===== config.mk =====
export PLATFORM = sky130hd
export DESIGN_NAME = fpmc_console
export DESIGN_NICKNAME = d
export VERILOG_FILES = /design/src/include/fpmc_pkg.sv /design/src/logic/fpmc_console.sv
export SDC_FILE = /design/constraint.sdc
export NUM_CORES = 1
export LEC_CHECK = 0
export ABC_AREA = 1
export ABC_CLOCK_PERIOD_IN_PS = 2020
export BUFFER_PORTS_ARGS = -buffer_cell sky130_fd_sc_hd__buf_2
export CAP_MARGIN = 20
export CORE_MARGIN = 5
export CORE_UTILIZATION = 55
export CTS_CLUSTER_DIAMETER = 120
export DETAILED_ROUTE_END_ITERATION = 7
export PLACE_DENSITY = 0.76
export SLEW_MARGIN = 40
export SYNTH_ARGS = -nofsm -noshare
export SYNTH_HDL_FRONTEND = slang
export SYNTH_SLANG_ARGS = --single-unit

===== constraint.sdc =====
create_clock -name mclk_i -period 2.02 [get_ports mclk_i]
set_clock_uncertainty 0.2 [all_clocks]
set_input_delay 0.303 -clock mclk_i [delete_from_list [all_inputs] [get_ports mclk_i]]
set_output_delay 0.303 -clock mclk_i [all_outputs]
set_load 0.03 [all_outputs]

===== src/include/fpmc_pkg.sv =====
// Shared constants and carriers for the panel memory console
// Behaviour
// - Offset and data byte come from switches 0 to 7, bit 0 lowest.
// - Block number comes from switches 8 to 13, upper six address bits.
// - Load-address key copies all 14 switch bits into the address buffer.
// - A loaded address is shown on the indicators at once.
// - Store-byte key writes switches 0 to 7 to the buffered address.
// - After a store the written byte shows on indicators 0 to 7.
// - Read-byte key reads the addressed location and shows its contents.
// - Run-from-address key starts execution at the switch register address.
// - One-step mode holds ready low, so the processor waits.
// - Each step key press lets exactly one machine cycle run.
// - After each stepped cycle the accessed address is shown.
// - Raising the halt switch alone stops the processor.
// - Load, read and store are accepted only while halted.
// - Holding show-location while halted after a read shows the read address on 0 to 13.
// - Successive stores advance the address buffer by one.
// - Successive reads advance the address buffer by one.
// - A step releases the processor into TS3; it then waits again.
package fpmc_pkg;
    localparam int ADDR_W       = 14;
    localparam int DATA_W       = 8;
    localparam int OFS_LSB      = 0;
    localparam int OFS_MSB      = 7;
    localparam int BLK_LSB      = 8;
    localparam int BLK_MSB      = 13;
    localparam int NUM_KEYS     = 6;
    localparam int KEY_LOAD     = 0;
    localparam int KEY_STORE    = 1;
    localparam int KEY_READ     = 2;
    localparam int KEY_RUN      = 3;
    localparam int KEY_STEP     = 4;
    localparam int KEY_SHOWB    = 5;
    localparam int CLK_MHZ      = 100;
    localparam int DEBOUNCE_US  = 5;
    localparam int DEBOUNCE_CYC = DEBOUNCE_US * CLK_MHZ;
    localparam logic [ADDR_W-1:0] ADDR_RST = 14'h0000;
    localparam logic [DATA_W-1:0] DATA_RST = 8'h00;

    // Memory request toward the processor module
    typedef struct packed {
        logic              wr;
        logic              rd;
        logic [ADDR_W-1:0] addr;
        logic [DATA_W-1:0] wdata;
    } fpmc_mem_req_t;

    // Sequencer states, Gray coded in declaration order
    typedef enum logic [2:0] {
        FPMC_IDLE  = 3'b000,
        FPMC_WRITE = 3'b001,
        FPMC_READ  = 3'b011,
        FPMC_RDWT  = 3'b010,
        FPMC_STEP  = 3'b110
    } fpmc_state_t;

    // Indicator source selection
    typedef enum logic [1:0] {
        FPMC_SHOW_ADDR = 2'b00,
        FPMC_SHOW_DATA = 2'b01,
        FPMC_SHOW_BUS  = 2'b11
    } fpmc_show_t;
endpackage : fpmc_pkg


===== src/logic/fpmc_console.sv =====
// Front panel memory console: keys, address buffer, stepping and display
module fpmc_console #(
    parameter int DEBOUNCE = fpmc_pkg::DEBOUNCE_CYC
) (
    input  wire logic                          mclk_i,
    input  wire logic                          reset_i,
    input  wire logic [fpmc_pkg::ADDR_W-1:0]   switch_reg_i,
    input  wire logic [fpmc_pkg::NUM_KEYS-1:0] keys_i,
    input  wire logic                          show_location_key_i,
    input  wire logic                          halt_switch_i,
    input  wire logic                          one_step_select_i,
    input  wire logic [fpmc_pkg::ADDR_W-1:0]   cpu_addr_i,
    input  wire logic                          cpu_cycle_end_i,
    input  wire logic                          cpu_halted_i,
    input  wire logic                          mem_ack_i,
    input  wire logic [fpmc_pkg::DATA_W-1:0]   mem_rdata_i,
    output fpmc_pkg::fpmc_mem_req_t            mem_req_o,
    output logic                               cpu_ready_o,
    output logic                               cpu_halt_o,
    output logic                               cpu_start_o,
    output logic [fpmc_pkg::ADDR_W-1:0]        cpu_start_addr_o,
    output logic [fpmc_pkg::ADDR_W-1:0]        indicators_o,
    output logic                               wait_lamp_o
);
    import fpmc_pkg::*;

    localparam int DB_W = $clog2(DEBOUNCE + 1);
    // Reset view of the switches is the halt position, so the processor is not let go while the sync fills
    localparam logic [NUM_KEYS+2:0] SYNC_RST = (NUM_KEYS+3)'(1) << (NUM_KEYS + 1);

    // Pin synchronisers; first stage read only by the second
    logic [NUM_KEYS+2:0] sync1_q;
    logic [NUM_KEYS+2:0] sync2_q;
    logic [ADDR_W-1:0]   sw1_q;
    logic [ADDR_W-1:0]   sw2_q;
    always_ff @(posedge mclk_i) begin
        if (reset_i) begin
            sync1_q <= SYNC_RST;
            sync2_q <= SYNC_RST;
            sw1_q   <= ADDR_RST;
            sw2_q   <= ADDR_RST;
        end else begin
            sync1_q <= {one_step_select_i, halt_switch_i, show_location_key_i, keys_i};
            sync2_q <= sync1_q;
            sw1_q   <= switch_reg_i;
            sw2_q   <= sw1_q;
        end
    end

    wire logic halted    = sync2_q[NUM_KEYS+1];
    wire logic one_step  = sync2_q[NUM_KEYS+2];
    wire logic show_loc  = sync2_q[NUM_KEYS];

    // Per-key debounce: a level must hold DEBOUNCE cycles before it counts
    logic [NUM_KEYS-1:0] stable_q;
    logic [NUM_KEYS-1:0] press_q;
    genvar k;
    generate
        for (k = 0; k < NUM_KEYS; k++) begin : g_key
            logic [DB_W-1:0] cnt_q;
            always_ff @(posedge mclk_i) begin
                if (reset_i) begin
                    cnt_q       <= '0;
                    stable_q[k] <= 1'b0;
                    press_q[k]  <= 1'b0;
                end else begin
                    press_q[k] <= 1'b0;
                    if (sync2_q[k] == stable_q[k]) begin
                        cnt_q <= '0;
                    end else if (cnt_q == DB_W'(DEBOUNCE - 1)) begin
                        cnt_q       <= '0;
                        stable_q[k] <= sync2_q[k];
                        press_q[k]  <= sync2_q[k];
                    end else begin
                        cnt_q <= cnt_q + 1'b1;
                    end
                end
            end
        end
    endgenerate

    fpmc_state_t       state_q;
    logic [ADDR_W-1:0] abuf_q;
    logic [DATA_W-1:0] data_q;
    logic [ADDR_W-1:0] read_addr_q;
    logic [ADDR_W-1:0] bus_addr_q;
    fpmc_show_t        show_q;

    wire logic panel_ok = halted && (state_q == FPMC_IDLE);

    // Memory access sequencer; a busy panel ignores further keys
    always_ff @(posedge mclk_i) begin
        if (reset_i) begin
            state_q   <= FPMC_IDLE;
            mem_req_o <= '0;
        end else begin
            unique case (state_q)
                FPMC_IDLE: begin
                    if (panel_ok && press_q[KEY_STORE]) begin
                        mem_req_o.wr    <= 1'b1;
                        mem_req_o.addr  <= abuf_q;
                        mem_req_o.wdata <= sw2_q[OFS_MSB:OFS_LSB];
                        state_q         <= FPMC_WRITE;
                    end else if (panel_ok && press_q[KEY_READ]) begin
                        mem_req_o.rd   <= 1'b1;
                        mem_req_o.addr <= abuf_q;
                        state_q        <= FPMC_READ;
                    end else if (!halted && one_step && press_q[KEY_STEP]) begin
                        state_q <= FPMC_STEP;
                    end
                end
                FPMC_WRITE, FPMC_READ: begin
                    if (mem_ack_i) begin
                        mem_req_o.wr <= 1'b0;
                        mem_req_o.rd <= 1'b0;
                        state_q      <= (state_q == FPMC_READ) ? FPMC_RDWT : FPMC_IDLE;
                    end
                end
                FPMC_RDWT: state_q <= FPMC_IDLE;
                FPMC_STEP: begin
                    // Ready is released until the processor reports one finished cycle
                    if (cpu_cycle_end_i || halted || !one_step) begin
                        state_q <= FPMC_IDLE;
                    end
                end
                default: state_q <= FPMC_IDLE;
            endcase
        end
    end

    // Address buffer: load from switches, advance after each store or read
    always_ff @(posedge mclk_i) begin
        if (reset_i) begin
            abuf_q      <= ADDR_RST;
            read_addr_q <= ADDR_RST;
        end else begin
            if (panel_ok && press_q[KEY_LOAD]) begin
                abuf_q <= {sw2_q[BLK_MSB:BLK_LSB], sw2_q[OFS_MSB:OFS_LSB]};
            end else if (state_q == FPMC_IDLE && !halted && press_q[KEY_RUN]) begin
                abuf_q <= sw2_q;
            end else if ((state_q == FPMC_WRITE || state_q == FPMC_READ) && mem_ack_i) begin
                if (state_q == FPMC_READ) begin
                    read_addr_q <= abuf_q;
                end
                abuf_q <= abuf_q + 1'b1;
            end
        end
    end

    // Data latch and display selection
    always_ff @(posedge mclk_i) begin
        if (reset_i) begin
            data_q     <= DATA_RST;
            show_q     <= FPMC_SHOW_ADDR;
            bus_addr_q <= ADDR_RST;
        end else begin
            if (panel_ok && press_q[KEY_LOAD]) begin
                show_q <= FPMC_SHOW_ADDR;
            end else if (state_q == FPMC_WRITE && mem_ack_i) begin
                data_q <= mem_req_o.wdata;
                show_q <= FPMC_SHOW_DATA;
            end else if (state_q == FPMC_READ && mem_ack_i) begin
                data_q <= mem_rdata_i;
                show_q <= FPMC_SHOW_DATA;
            end else if (state_q == FPMC_STEP && cpu_cycle_end_i) begin
                bus_addr_q <= cpu_addr_i;
                show_q     <= FPMC_SHOW_BUS;
            end else if (!halted && !one_step) begin
                show_q <= FPMC_SHOW_BUS;
            end
            if (!halted && !one_step) begin
                bus_addr_q <= cpu_addr_i;
            end
        end
    end

    // Processor control: halt, start pulse, ready gating
    always_ff @(posedge mclk_i) begin
        if (reset_i) begin
            cpu_halt_o       <= 1'b1;
            cpu_start_o      <= 1'b0;
            cpu_start_addr_o <= ADDR_RST;
            cpu_ready_o      <= 1'b0;
            wait_lamp_o      <= 1'b0;
        end else begin
            cpu_halt_o  <= halted;
            cpu_start_o <= 1'b0;
            if (state_q == FPMC_IDLE && !halted && press_q[KEY_RUN]) begin
                cpu_start_o      <= 1'b1;
                cpu_start_addr_o <= sw2_q;
            end
            // Ready low parks the processor between TS2 and TS3
            cpu_ready_o <= !one_step || (state_q == FPMC_STEP && !cpu_cycle_end_i);
            wait_lamp_o <= one_step && !halted && !cpu_halted_i
                           && !(state_q == FPMC_STEP && !cpu_cycle_end_i);
        end
    end

    // Indicators; show-location overrides while held and halted after a read
    always_ff @(posedge mclk_i) begin
        if (reset_i) begin
            indicators_o <= ADDR_RST;
        end else if (show_loc && halted) begin
            indicators_o <= read_addr_q;
        end else begin
            unique case (show_q)
                FPMC_SHOW_ADDR: indicators_o <= abuf_q;
                FPMC_SHOW_DATA: indicators_o <= {{(ADDR_W-DATA_W){1'b0}}, data_q};
                FPMC_SHOW_BUS:  indicators_o <= bus_addr_q;
                default:        indicators_o <= abuf_q;
            endcase
        end
    end
endmodule : fpmc_console


======== Yosys cells after proc, flatten, opt, wreduce, memory -nomap -nowiden ========
Index checks and enable logic that the tools add are counted.
storage, ports and cells
  output and inout bits ................... 56
  input bits .............................. 50
  bits in registers ....................... 212
  logic and storage cells ................. 167
cells by class
  reductions and logical operators ........ 59
  add/subtract/negate cells ............... 6
  bitwise logic cells ..................... 12
  multiplexer cells ....................... 30
  equal/unequal tests ..................... 24
operators with widths
  operator                                                          number
  14-bit two-way mux                                                10
  9-bit by 1-bit adder with 9-bit output (second input constant)    5
  9-bit equality test (second input constant)                       5
  3-bit OR reduction                                                10
  14-bit case mux with 2 select lines                               1
  1-bit logical AND                                                 17
  8-bit two-way mux                                                 2
  2-bit AND reduction                                               8
  15-bit two-way mux                                                1
  3-bit two-way mux                                                 5
  14-bit by 1-bit adder with 14-bit output (second input constant)  1
  1-bit inverter                                                    12
  4-bit AND reduction                                               3
  2-bit != test (second input constant)                             5
  3-bit case mux with 3 select lines                                1
  2-bit two-way mux                                                 4
  2-bit nonzero test                                                4
  2-bit by 1-bit != test with 1-bit output (second input constant)  3
  3-bit AND reduction                                               2
  1-bit equality test                                               5
  1-bit zero test                                                   5
  1-bit two-way mux                                                 5
  1-bit logical OR                                                  4
  4-bit != test (second input constant)                             1
  other kinds (11)                                                  12

======== Logic depth before layout (Yosys ltp) ========
Gate-level depths: netlist (run 1).
  depth in word-level cells ............... 7
  depth in mapped cells ................... 11
  mapped depth without buffers ............ 10

======== Worst setup path after synthesis (run 1) ========
OpenSTA, ideal clock, no wires.
  path kind ............................... reg-to-reg
  from .................................... register abuf_q[1]
  to ...................................... register abuf_q[10]
  library setup time ...................... 0.111 ns
  required time ........................... 1.709 ns
  path slack .............................. 0.399 ns
  buffers on the path ..................... 0
  period minus slack after synthesis ...... 1.621 ns
  arrival time ............................ 1.310 ns
  cell stages (with the launch flop) ...... 9
  path through ............................ dfxtp_1 -> ha_1 -> nand2_1 -> nor2_1 -> nand4_1 -> nor2_1 -> nand3_1 -> nand2_1 -> nor2_1
between the ends
  cells in the longest elaborated chain, start to end .. 4
RTL lines
  what                                      line                 RTL
  from (decl)                               fpmc_console.sv:83   logic [ADDR_W-1:0] abuf_q;
  from (signal assigned)                    fpmc_console.sv:138  abuf_q <= {sw2_q[BLK_MSB:BLK_LSB], sw2_q[OFS_MSB:OFS_LSB]};
  from (signal assigned)                    fpmc_console.sv:140  abuf_q <= sw2_q;
  from (signal assigned)                    fpmc_console.sv:145  abuf_q <= abuf_q + 1'b1;
  14-bit by 1-bit adder with 14-bit output  fpmc_console.sv:145
  14-bit two-way mux                        fpmc_console.sv:141  end else if ((state_q == FPMC_WRITE || state_q == FPMC_READ) && mem_ack_i) begin
  14-bit two-way mux                        fpmc_console.sv:139  end else if (state_q == FPMC_IDLE && !halted && press_q[KEY_RUN]) begin
  14-bit two-way mux                        fpmc_console.sv:137  if (panel_ok && press_q[KEY_LOAD]) begin
No other way between the ends. The select of a mux whose other input is x is not followed.
A chain may end at the register's enable or synchronous reset.

======== Final worst setup path (run 1) ========
  from .................................... register state_q[0]
  to ...................................... register read_addr_q[9]
between the ends
  cells in the longest elaborated chain, start to end .. 5
  elaborated cells between the ends (all ways) .. 12
  classes of those cells .................. eq/ne: 2; bitwise: 2; reduce/logical: 8
RTL lines
  what                                    line                                      RTL
  from (decl)                             fpmc_console.sv:82                        fpmc_state_t state_q;
  from (signal assigned)                  fpmc_console.sv:116                       state_q <= (state_q == FPMC_READ) ? FPMC_RDWT : FPMC_IDLE;
  3-bit zero test                         fpmc_console.sv:89, fpmc_console.sv:139
  1-bit logical AND (on tied branches)    fpmc_console.sv:139, fpmc_console.sv:89
  1-bit logical AND (on tied branches)    fpmc_console.sv:139, fpmc_console.sv:137
  1-bit inverter (no source line)         -
  4-bit AND reduction (no source line) *  -
  to (signal assigned)                    fpmc_console.sv:143                       read_addr_q <= abuf_q;
  to (decl)                               fpmc_console.sv:85                        logic [ADDR_W-1:0] read_addr_q;
Every way passes the cells marked *; elsewhere a longest branch is shown, timed or not.

==> impl_metrics.toml, run 1 <==
[grt]
grt_first_pass_wirelength_um = 32800
gr-usage-met1 = 0.284
grt-ovfl-total = 0
grt_busiest_layer = "met2"
use_met3 = 0.0432
grt_use_total = 0.221
grt.met2_usage = 0.378
grt_pass1_vias = 6918
antenna_found_initial = 0
grt_start_max_net_pins = 72

[clock_tree]
cts_tree = "yes"
clock-sinks = 210
insertion_delay_ns = 0.50
cts_root_buf = "clkbuf_16"
clockBufferDepth = 3
h-tree-depth = 1
numCtsBuffers = 22
post_cts_buffers = 0
path_clk_slew_ns = 0.06

[floorplanning]
rows = 44
die_w_um = 132
start_util = 0.559
die_area_mm2 = 0.0173
pin_count = 106
coreArea_mm2 = 0.0145
die_y_um = 132

[critical_path]
reg2regPathDepth = 5
path_max_fanout = 14
reg2reg_slack_ns = 0.18
slowest_stage = "dfxtp_1"
reg2reg_to = "read_addr_q[9]$_SDFFE_PP0P_"
crit_path_cell_trace = "nand3_1 -> inv_2 -> nand2_1 -> nand2_1 -> a21oi_1"
cp-start-kind = "register"
r2r-start = "state_q[0]$_SDFFE_PP0P_"
cp.arrival_ns = 1.98
slowest_delay_ns = 0.46
end_kind = "register"
path_class = "reg2reg"
crit_required_ns = 2.15
path_common_cell = "nand2_1"

[cells_and_area]
num-nets-final = 1276
area_growth_pct = 23.9
diodes = 0
fillers = 1199
drive_above_1_share = 0.148

[sta]
period_share = 0.913
fin_ws_ns = 0.177
setup_viol = 0
worst_slew_pin_slew_ns = 0.780
grt_setup_unrepaired = "no"
finalCriticalPeriod_ns = 1.84
maxSlewViolCount = 0
slew_headroom = 0.480
fin_tns_setup_ns = 0
fmax_mhz = 543
hold_viol_final = 0
hold_ws_ns = 0.0280

[routing]
drc_errors = 0
vias = 7395
viasPerCell = 5.22
dr.first_iter.drc_count = 512
drt_pass1_iterations = 6
antenna_left = 0
wl_um = 19900
wl_per_cell_um = 14.1

[hold_path]
min_path_type = "in2reg"
whs_endpoint = "data_q[0]$_SDFFE_PP0P_"
hold_start = "mem_rdata_i[0]"
hold-path-cell-count = 5

[synthesis]
synthesis.nets = 1127
netlist_instances = 1071
yosys-top-cells-area = "dfxtp_1 52%, nand2_1 8.9%, nor2_1 7.9%"
syn_area_per_cell_um2 = 7.59
synth_edf_count = 0
synthArstFlopShare = 0
syn_area_mm2 = 0.00813
synth_cell_types = 36
synth_top_area_share = 0.517
yosysTopAreaCell = "dfxtp_1"
ys_ff_latch = 210
yosysWarnings = 0
synth_most_common_cell = "dfxtp_1"
synth_common_cells = "210 x dfxtp_1, 192 x nand2_1, 172 x nor2_1, 126 x inv_1, 84 x o21ai_0"
ys_seq_area_frac = 0.517
synthFlopType = "dfxtp_1"

[place]
routabilityCongestion = 0.844
io_buffers = 104
dp_slack_ns = 0.0821
hpwlAfterDp_um = 13200

[power_and_ir_drop]
cellLeakagePower_uw = 0.00433
power_density_mw_per_mm2 = 931
p_seq_frac = 0.461
p_int_uw = 7250
total_power_uw = 9370
clock_power_share = 0.462
p_sw_uw = 2130
swShare = 0.227
ir_drop_mv = 0.729
p_comb_frac = 0.076

[flow_run]
drv_cap = 0

[outcome]
outcome = "completed"
[timing repair]
action,4_1_cts,5_1_grt
resized for setup,0,2
setup endpoints to repair,0,10
hold buffers,44,0
hold endpoints to repair,45,0
[power by group through the flow]
stage / Sequential [uW] / Combinational [uW] / Clock, uW
3_3_place_gp: 4410 / 622 / 0
5_1_grt: 4330 / 804 / 4580
3_5_place_dp: 4410 / 632 / 0
6_report: 4320 / 715 / 4330
4_1_cts: 4320 / 707 / 4390
2_1_floorplan: 4420 / 439 / 0
[state kept, by name, indices dropped and copies added (netlist names), 2 cells and up]
| register | cells |
|---|---|
| g_key.cnt_q | 45 |
| mem_req_o | 24 |
| abuf_q | 14 |
| bus_addr_q | 14 |
| cpu_start_addr_o | 14 |
| indicators_o | 14 |
| read_addr_q | 14 |
| sw1_q | 14 |
| sw2_q | 14 |
| data_q | 8 |
| sync1_q | 8 |
| sync2_q | 8 |
| press_q | 5 |
| stable_q | 5 |
| state_q | 3 |
| show_q | 2 |
[cells by family (layout without fill, tap and decap cells)]
logic type | count (synthesis) | after routing | synth area share
flip-flops | 210 | 210 | 0.517
buffers and inverters | 176 | 339 | 0.0871
adder cells (fa/ha/maj) | 6 | 6 | 0.00924
AND/OR/NAND/NOR | 477 | 477 | 0.247
XOR/XNOR | 7 | 7 | 0.00754
AO/OA/AOI/OAI | 195 | 195 | 0.131
[area by class of cell]
cell class	count	area [um^2]	share of cell area
Clock buffer	30	642	0.0638
Clock inverter	8	149	0.0148
Tap cell	184	230	0.0229
Multi-Input combinational cell	685	3220	0.320
Timing Repair Buffer	167	1120	0.111
Inverter	134	507	0.0503
Sequential cell	210	4200	0.418
[per-stage QoR]
step	util	std cells	cell area, um^2
after floorplan	-	1071	8130
after global placement	0.607	1336	8830
after detailed placement	0.607	1336	8830
after CTS	0.692	1418	10100
after global routing	0.693	1418	10100
final	0.693	1418	10100
[worst max-delay path, delay by kind of cell, from the launching register on]
family	cells	cell delay [ns]
AOI/OAI and AO/OA	1	0.09
buffers and inverters	1	0.17
and+or+nand+nor	3	0.76
DFF	1	0.46
[layer usage]
metal	part of all wire	vias up	routed length [um]
li1	-	3743	-
met1	0.43	3395	8630
met2	0.48	221	9590
met3	0.065	36	1310
met4	0.021	0	424
met5	0	-	0
[placed cells by master (no fill, tap or decap), types with 2 or more instances in the layout]
master and count:
clkinvlp_4 3, nand3_1 50, nand4_1 16, a21oi_1 72, a31oi_1 11, xor2_1 6
nor2_1 172, dlygate4sd3_1 44, buf_4 18, nor4_1 3, nand2_2 2, bufinv_16 4
clkbuf_16 23, ha_1 6, dfxtp_1 210, inv_1 126, nor3_1 23, clkbuf_1 3
or2_2 7, clkbuf_8 4, nand3_2 2, o211ai_1 16, nor3b_1 4, a41oi_1 8
inv_2 7, o21ai_0 84, buf_2 104, nand2_1 192
[how the worst max path moves through the flow]
stage / to / startpoint / slack, ns
CTS: cpu_start_addr_o[11]$_SDFFE_PP0P_ / state_q[0]$_SDFFE_PP0P_ / 0.05
floorplan: abuf_q[10]$_SDFFE_PP0P_ / abuf_q[1]$_SDFFE_PP0P_ / 0.40
detailed placement: cpu_start_addr_o[11]$_SDFFE_PP0P_ / state_q[0]$_SDFFE_PP0P_ / 0.08
global placement: cpu_start_addr_o[9]$_SDFFE_PP0P_ / state_q[0]$_SDFFE_PP0P_ / 0.18
finish: read_addr_q[9]$_SDFFE_PP0P_ / state_q[0]$_SDFFE_PP0P_ / 0.18
global route: g_key[4].cnt_q[8]$_SDFF_PP0_ / g_key[4].cnt_q[0]$_SDFF_PP0_ / 0.02
No activity file was read; power rests on OpenSTA's default activity.
==> run 2: changes to the inputs <==
--- a/config.mk
+++ b/config.mk
@@ -5,7 +5,6 @@
 export SDC_FILE = /design/constraint.sdc
 export NUM_CORES = 1
 export LEC_CHECK = 0
-export ABC_AREA = 1
 export ABC_CLOCK_PERIOD_IN_PS = 2020
 export BUFFER_PORTS_ARGS = -buffer_cell sky130_fd_sc_hd__buf_2
 export CAP_MARGIN = 20
@@ -13,7 +12,7 @@
 export CORE_UTILIZATION = 55
 export CTS_CLUSTER_DIAMETER = 120
 export DETAILED_ROUTE_END_ITERATION = 7
-export PLACE_DENSITY = 0.76
+export PLACE_DENSITY = 0.77
 export SLEW_MARGIN = 40
 export SYNTH_ARGS = -nofsm -noshare
 export SYNTH_HDL_FRONTEND = slang
==> constraint.sdc (replaced) <==
create_clock -name mclk_i -period 2.02 [get_ports mclk_i]
set_clock_uncertainty 0.2 [all_clocks]
set_input_delay 0.101 -clock mclk_i [delete_from_list [all_inputs] [get_ports mclk_i]]
set_output_delay 0.101 -clock mclk_i [all_outputs]
set_load 0.03 [all_outputs]
==> impl_metrics.toml, run 2 <==
[grt]
grt_first_pass_wirelength_um = 29500
antenna_found_initial = 0
grt-ovfl-total = 0
grt_use_total = 0.216
grt_start_max_net_pins = 55
grt_pass1_vias = 6168

[floorplanning]
start_util = 0.563
rows = 43
die_area_mm2 = 0.0168
pin_count = 106
die_y_um = 130
die_w_um = 130
coreArea_mm2 = 0.0140

[sta]
fmax_mhz = 514
hold_viol_final = 0
worst_slew_pin_slew_ns = 0.585
period_share = 0.964
finalCriticalPeriod_ns = 1.95
maxSlewViolCount = 0
fin_ws_ns = 0.0735
setup_viol = 0
hold_ws_ns = 0.149
slew_headroom = 0.610

[clock_tree]
path_clk_slew_ns = 0.06
post_cts_buffers = 0
h-tree-depth = 1
clock-sinks = 210
cts_root_buf = "clkbuf_16"
numCtsBuffers = 21
insertion_delay_ns = 0.49
cts_tree = "yes"
clockBufferDepth = 3

[routing]
vias = 6382
antenna_left = 0
wl_um = 18400
viasPerCell = 5.19
drt_pass1_iterations = 5
wl_per_cell_um = 15.0
dr.first_iter.drc_count = 401
drc_errors = 0

[power_and_ir_drop]
clock_power_share = 0.442
power_density_mw_per_mm2 = 823
p_int_uw = 6510
cellLeakagePower_uw = 0.00403
p_sw_uw = 1740
p_seq_frac = 0.514
p_comb_frac = 0.043
ir_drop_mv = 0.702
swShare = 0.211

[place]
place_area_mm2 = 0.00879
hpwlAfterDp_um = 11800
routabilityCongestion = 0.829
io_buffers = 104
dp_slack_ns = 0.0921

[cells_and_area]
diodes = 0
post-route-cell-area_mm2 = 0.0100
drive_above_1_share = 0.185
layout_common_cells = "210 x dfxtp_1, 125 x nor2_1, 114 x nand2_1, 103 x buf_2, 61 x a21oi_1"
multi_input_area_mm2 = 0.00346
num-nets-final = 1091
reg_top3 = "g_key.cnt_q x45, mem_req_o x24"
area_growth_pct = 27.3
largest_register_ffs = 45
top_register = "g_key.cnt_q"
final_common_cell = "dfxtp_1"
regArea_mm2 = 0.00420
fillers = 989

[synthesis]
synth_top_area_share = 0.534
synthArstFlopShare = 0
netlist_instances = 856
synth_most_common_cell = "dfxtp_1"
syn_area_mm2 = 0.00788
synth_cell_types = 58
synthFlopType = "dfxtp_1"
synth_edf_count = 0
yosysTopAreaCell = "dfxtp_1"
synthesis.nets = 912
synth_common_cells = "210 x dfxtp_1, 125 x nor2_1, 115 x nand2_1, 61 x a21oi_1, 49 x nor2b_1"
yosysWarnings = 0
ys_ff_latch = 210
syn_area_per_cell_um2 = 9.20
yosys-top-cells-area = "dfxtp_1 53%, nor2_1 6.0%, nand2_1 5.5%"
ys_seq_area_frac = 0.534

[critical_path]
end_kind = "register"
path_max_fanout = 4
cp-start-kind = "register"
crit_required_ns = 2.18
path_class = "reg2reg"
cp.arrival_ns = 2.10

[flow_run]
drv_cap = 0

[outcome]
outcome = "completed"

[hold_path]
min_path_type = "in2reg"
[run 2: cell types whose count changed in the layout (fill, tap and decap cells not counted), moves of 13 or more]
cell           delta
a211oi_1         +21
nor2b_1          +49
buf_4            +21
dlygate4sd3_1    +13
xor2_1           +16
xnor2_1          +22
mux2i_1          +43
o211ai_1         -15
nand2_1          -78
o21ai_0          -81
inv_1           -117
nor2_1           -47
nand3_1          -32
[run 2: final cells by class]
type | count | area share
tap | 180 | 0.0224
clock buffer | 33 | 0.0619
timing repair buffer | 203 | 0.145
clock inverter | 4 | 0.00324
inverter | 9 | 0.00337
multi-input combinational | 590 | 0.345
sequential | 210 | 0.419
[run 2: power groups by stage]
| stage | registers [uW] | logic [uW] | clock network [uW] |
|---|---|---|---|
| global placement | 4330 | 263 | 0 |
| CTS | 4240 | 351 | 3730 |
| finish | 4240 | 358 | 3650 |
| detailed placement | 4330 | 267 | 0 |
| floorplan | 4340 | 154 | 0 |
| global route | 4250 | 390 | 3890 |
[run 2: final timing paths]
path                                 from  cells after the start  slack (ns)                       end
min                         halt_switch_i                      3        0.15     sync1_q[7]$_SDFF_PP1_
max          g_key[3].cnt_q[0]$_SDFF_PP0_                      5        0.07  stable_q[3]$_SDFFE_PP0P_
min reg2reg         sync1_q[7]$_SDFF_PP1_                      1        0.21     sync2_q[7]$_SDFF_PP1_
max reg2reg  g_key[3].cnt_q[0]$_SDFF_PP0_                      5        0.07  stable_q[3]$_SDFFE_PP0P_
[run 2: stage by stage]
stage          cells  utilization  TNS, ns  total power, uW
6_report        1229        0.717        0             8250
5_1_grt         1229        0.717  -0.0112             8530
4_1_cts         1229        0.716        0             8320
3_5_place_dp    1135        0.628        0             4600
3_3_place_gp    1135        0.628        0             4600
2_1_floorplan    856            -        0             4490
[run 2: timing repair]
action,4_1_cts,5_1_grt
hold endpoints to repair,80,0
setup endpoints to repair,0,11
hold buffers,57,0
resized for setup,0,4
[run 2: kinds of logic (layout without fill, tap and decap cells)]
group,Yosys count,after routing,synth area share
mux,44,44,0.0561
flops,210,210,0.534
fa+ha+maj,6,6,0.00953
xor+xnor,45,45,0.0500
buf+inv,56,249,0.0302
compound gates,111,111,0.0881
simple gates,384,384,0.232
[run 2: critical path: stages (launching register included)]
cell and delay, ns:
dfxtp_1 0.37, ha_1 0.25, nand2_1 0.09, or4_1 0.62, mux2i_1 0.22, nor2_1 0.07
[run 2: metal layers]
| metal | track usage | routed length [um] |
|---|---|---|
| met5 | 0 | 0 |
| met4 | 0.0917 | 759 |
| met3 | 0.0437 | 1080 |
| met2 | 0.369 | 8900 |
| met1 | 0.265 | 7670 |
==> run 3: changes to the inputs <==
--- a/config.mk
+++ b/config.mk
@@ -12,8 +12,9 @@
 export CORE_UTILIZATION = 55
 export CTS_CLUSTER_DIAMETER = 120
 export DETAILED_ROUTE_END_ITERATION = 7
+export GPL_TIMING_DRIVEN = 0
 export PLACE_DENSITY = 0.77
-export SLEW_MARGIN = 40
+export SLEW_MARGIN = 20
 export SYNTH_ARGS = -nofsm -noshare
 export SYNTH_HDL_FRONTEND = slang
 export SYNTH_SLANG_ARGS = --single-unit
==> impl_metrics.toml, run 3 (synthesis results as in run 2) <==
[routing]
wl_um = 20100
drt_pass1_iterations = 5
antenna_left = 0
wl_per_cell_um = 16.3
drc_errors = 0
dr.first_iter.drc_count = 633
viasPerCell = 5.35
vias = 6606

[critical_path]
crit_buf_inv = 1
cp.arrival_ns = 2.17
path_class = "reg2reg"
crit_required_ns = 2.22
slowest_delay_ns = 0.47
critical-path-top-delay-family = "simple AND/OR/NAND/NOR gates"
cp-start-kind = "register"
crit_path_cell_trace = "buf_6 -> nand4_4 -> or3_4 -> or4_1 -> a311oi_1"
end_kind = "register"
path_max_fanout = 7
slowest_stage = "or4_1"

[floorplanning]
die_area_mm2 = 0.0168
coreArea_mm2 = 0.0140
pin_count = 106
rows = 43
die_w_um = 130
die_y_um = 130
start_util = 0.563

[grt]
grt_pass1_vias = 6254
antenna_found_initial = 0
grt.met2_usage = 0.400
grt_use_total = 0.235
gr-usage-met1 = 0.297
grt-ovfl-total = 0
grt_first_pass_wirelength_um = 31600
grt_busiest_layer = "met2"
use_met3 = 0.0412
grt_start_max_net_pins = 16

[clock_tree]
cts_root_buf = "clkbuf_16"
path_clk_slew_ns = 0.06
cts_tree = "yes"
insertion_delay_ns = 0.50
clock-sinks = 210
h-tree-depth = 1
clockBufferDepth = 3
numCtsBuffers = 22

[sta]
maxSlewViolCount = 0
fin_tns_setup_ns = 0
setup_viol = 0
fmax_mhz = 507
period_share = 0.976
worst_slew_pin_slew_ns = 0.668
grt_setup_unrepaired = "yes"
finalCriticalPeriod_ns = 1.97
hold_viol_final = 0
slew_headroom = 0.549

[place]
routabilityCongestion = 0.880
io_buffers = 104
hpwlAfterDp_um = 13200
place_area_mm2 = 0.00862

[power_and_ir_drop]
ir_drop_mv = 0.801
power_density_mw_per_mm2 = 880
cellLeakagePower_uw = 0.00402

[cells_and_area]
final_util = 0.721
reg_top3 = "g_key.cnt_q x45, mem_req_o x24"
final_common_cell = "dfxtp_1"
diodes = 0
post-route-cell-area_mm2 = 0.0101
num-nets-final = 1095
top_register = "g_key.cnt_q"
largest_register_ffs = 45
layout_common_cells = "202 x dfxtp_1, 125 x nor2_1, 114 x nand2_1, 108 x buf_2, 61 x a21oi_1"
area_growth_pct = 28.1
drive_above_1_share = 0.194

[flow_run]
drv_cap = 0

[outcome]
outcome = "completed"

[hold_path]
min_path_type = "in2reg"
-- run 3: changes by cell type in the layout (fill, tap and decap cells not counted), sizes merged --
cell	change
buf	-18
clkinvlp	+1
bufinv	+3
inv	-1
dlygate4sd3	-9
dlygate4sd1	+1
clkinv	+3
clkbuf	+25
-- run 3: final cells by class --
| cell class | instances | area (um^2) |
|---|---|---|
| plain buffers | 42 | 215 |
| clock buffers | 29 | 648 |
| clock inverters | 10 | 140 |
| fillers | 1039 | 3900 |
| inverters | 9 | 33.8 |
| multi-input cells | 590 | 3520 |
| flip-flops and latches | 210 | 4220 |
| well taps | 180 | 225 |
| repair buffers | 164 | 1090 |
-- run 3: stage by stage --
stage | setup WS [ns] | power [uW] | std cells | hold slack (ns)
detailed placement | -0.465 | 4620 | 1140 | 0.0868
finish | 0.0488 | 8880 | 1234 | 0.127
global route | -0.0413 | 9160 | 1234 | 0.137
global placement | -0.416 | 4610 | 1140 | 0.0843
CTS | 0.00171 | 8920 | 1225 | 0.112
floorplan | 0.0516 | 4490 | 856 | -0.0197
-- run 3: worst min-delay path, stage by stage --
cell	delay [ns]
dlygate4sd3_1	0.52
buf_2	0.09
or2_2	0.08
-- run 3: timing repair --
action,in CTS,in global routing
endpoints found under the hold margin,62,0
pin swaps,1,4
setup endpoints to repair,91,104
gates resized for setup,22,28
buffers inserted,2,10
hold buffers,48,0
-- run 3: path summary, 6_finish.rpt --
path	slack (ns)	endpoint	depth (start not counted)	startpoint
setup / recovery	0.05	abuf_q[12]$_SDFFE_PP0P_	5	abuf_q[3]$_SDFFE_PP0P_
hold reg to reg	0.21	sync2_q[7]$_SDFF_PP1_	1	sync1_q[7]$_SDFF_PP1_
setup reg to reg	0.05	abuf_q[12]$_SDFFE_PP0P_	5	abuf_q[3]$_SDFFE_PP0P_
hold / removal	0.13	sync1_q[7]$_SDFF_PP1_	3	halt_switch_i
-- run 3: metal layers --
metal  wire length [um]  vias to the layer above  share of wire
li1                   -                     3266              -
met1               8360                     3081           0.42
met2               9740                      208           0.48
met3               1150                       51          0.057
met4                831                        0          0.041
met5                  0                        -              0
-- run 3: report_power, final --
| part | leakage (uW) | internal [uW] | total [uW] | switching (uW) |
|---|---|---|---|---|
| Combinational | 0.00192 | 175 | 371 | 196 |
| Clock | 0.000385 | 2650 | 4270 | 1620 |
| Sequential | 0.00171 | 4200 | 4240 | 35.8 |
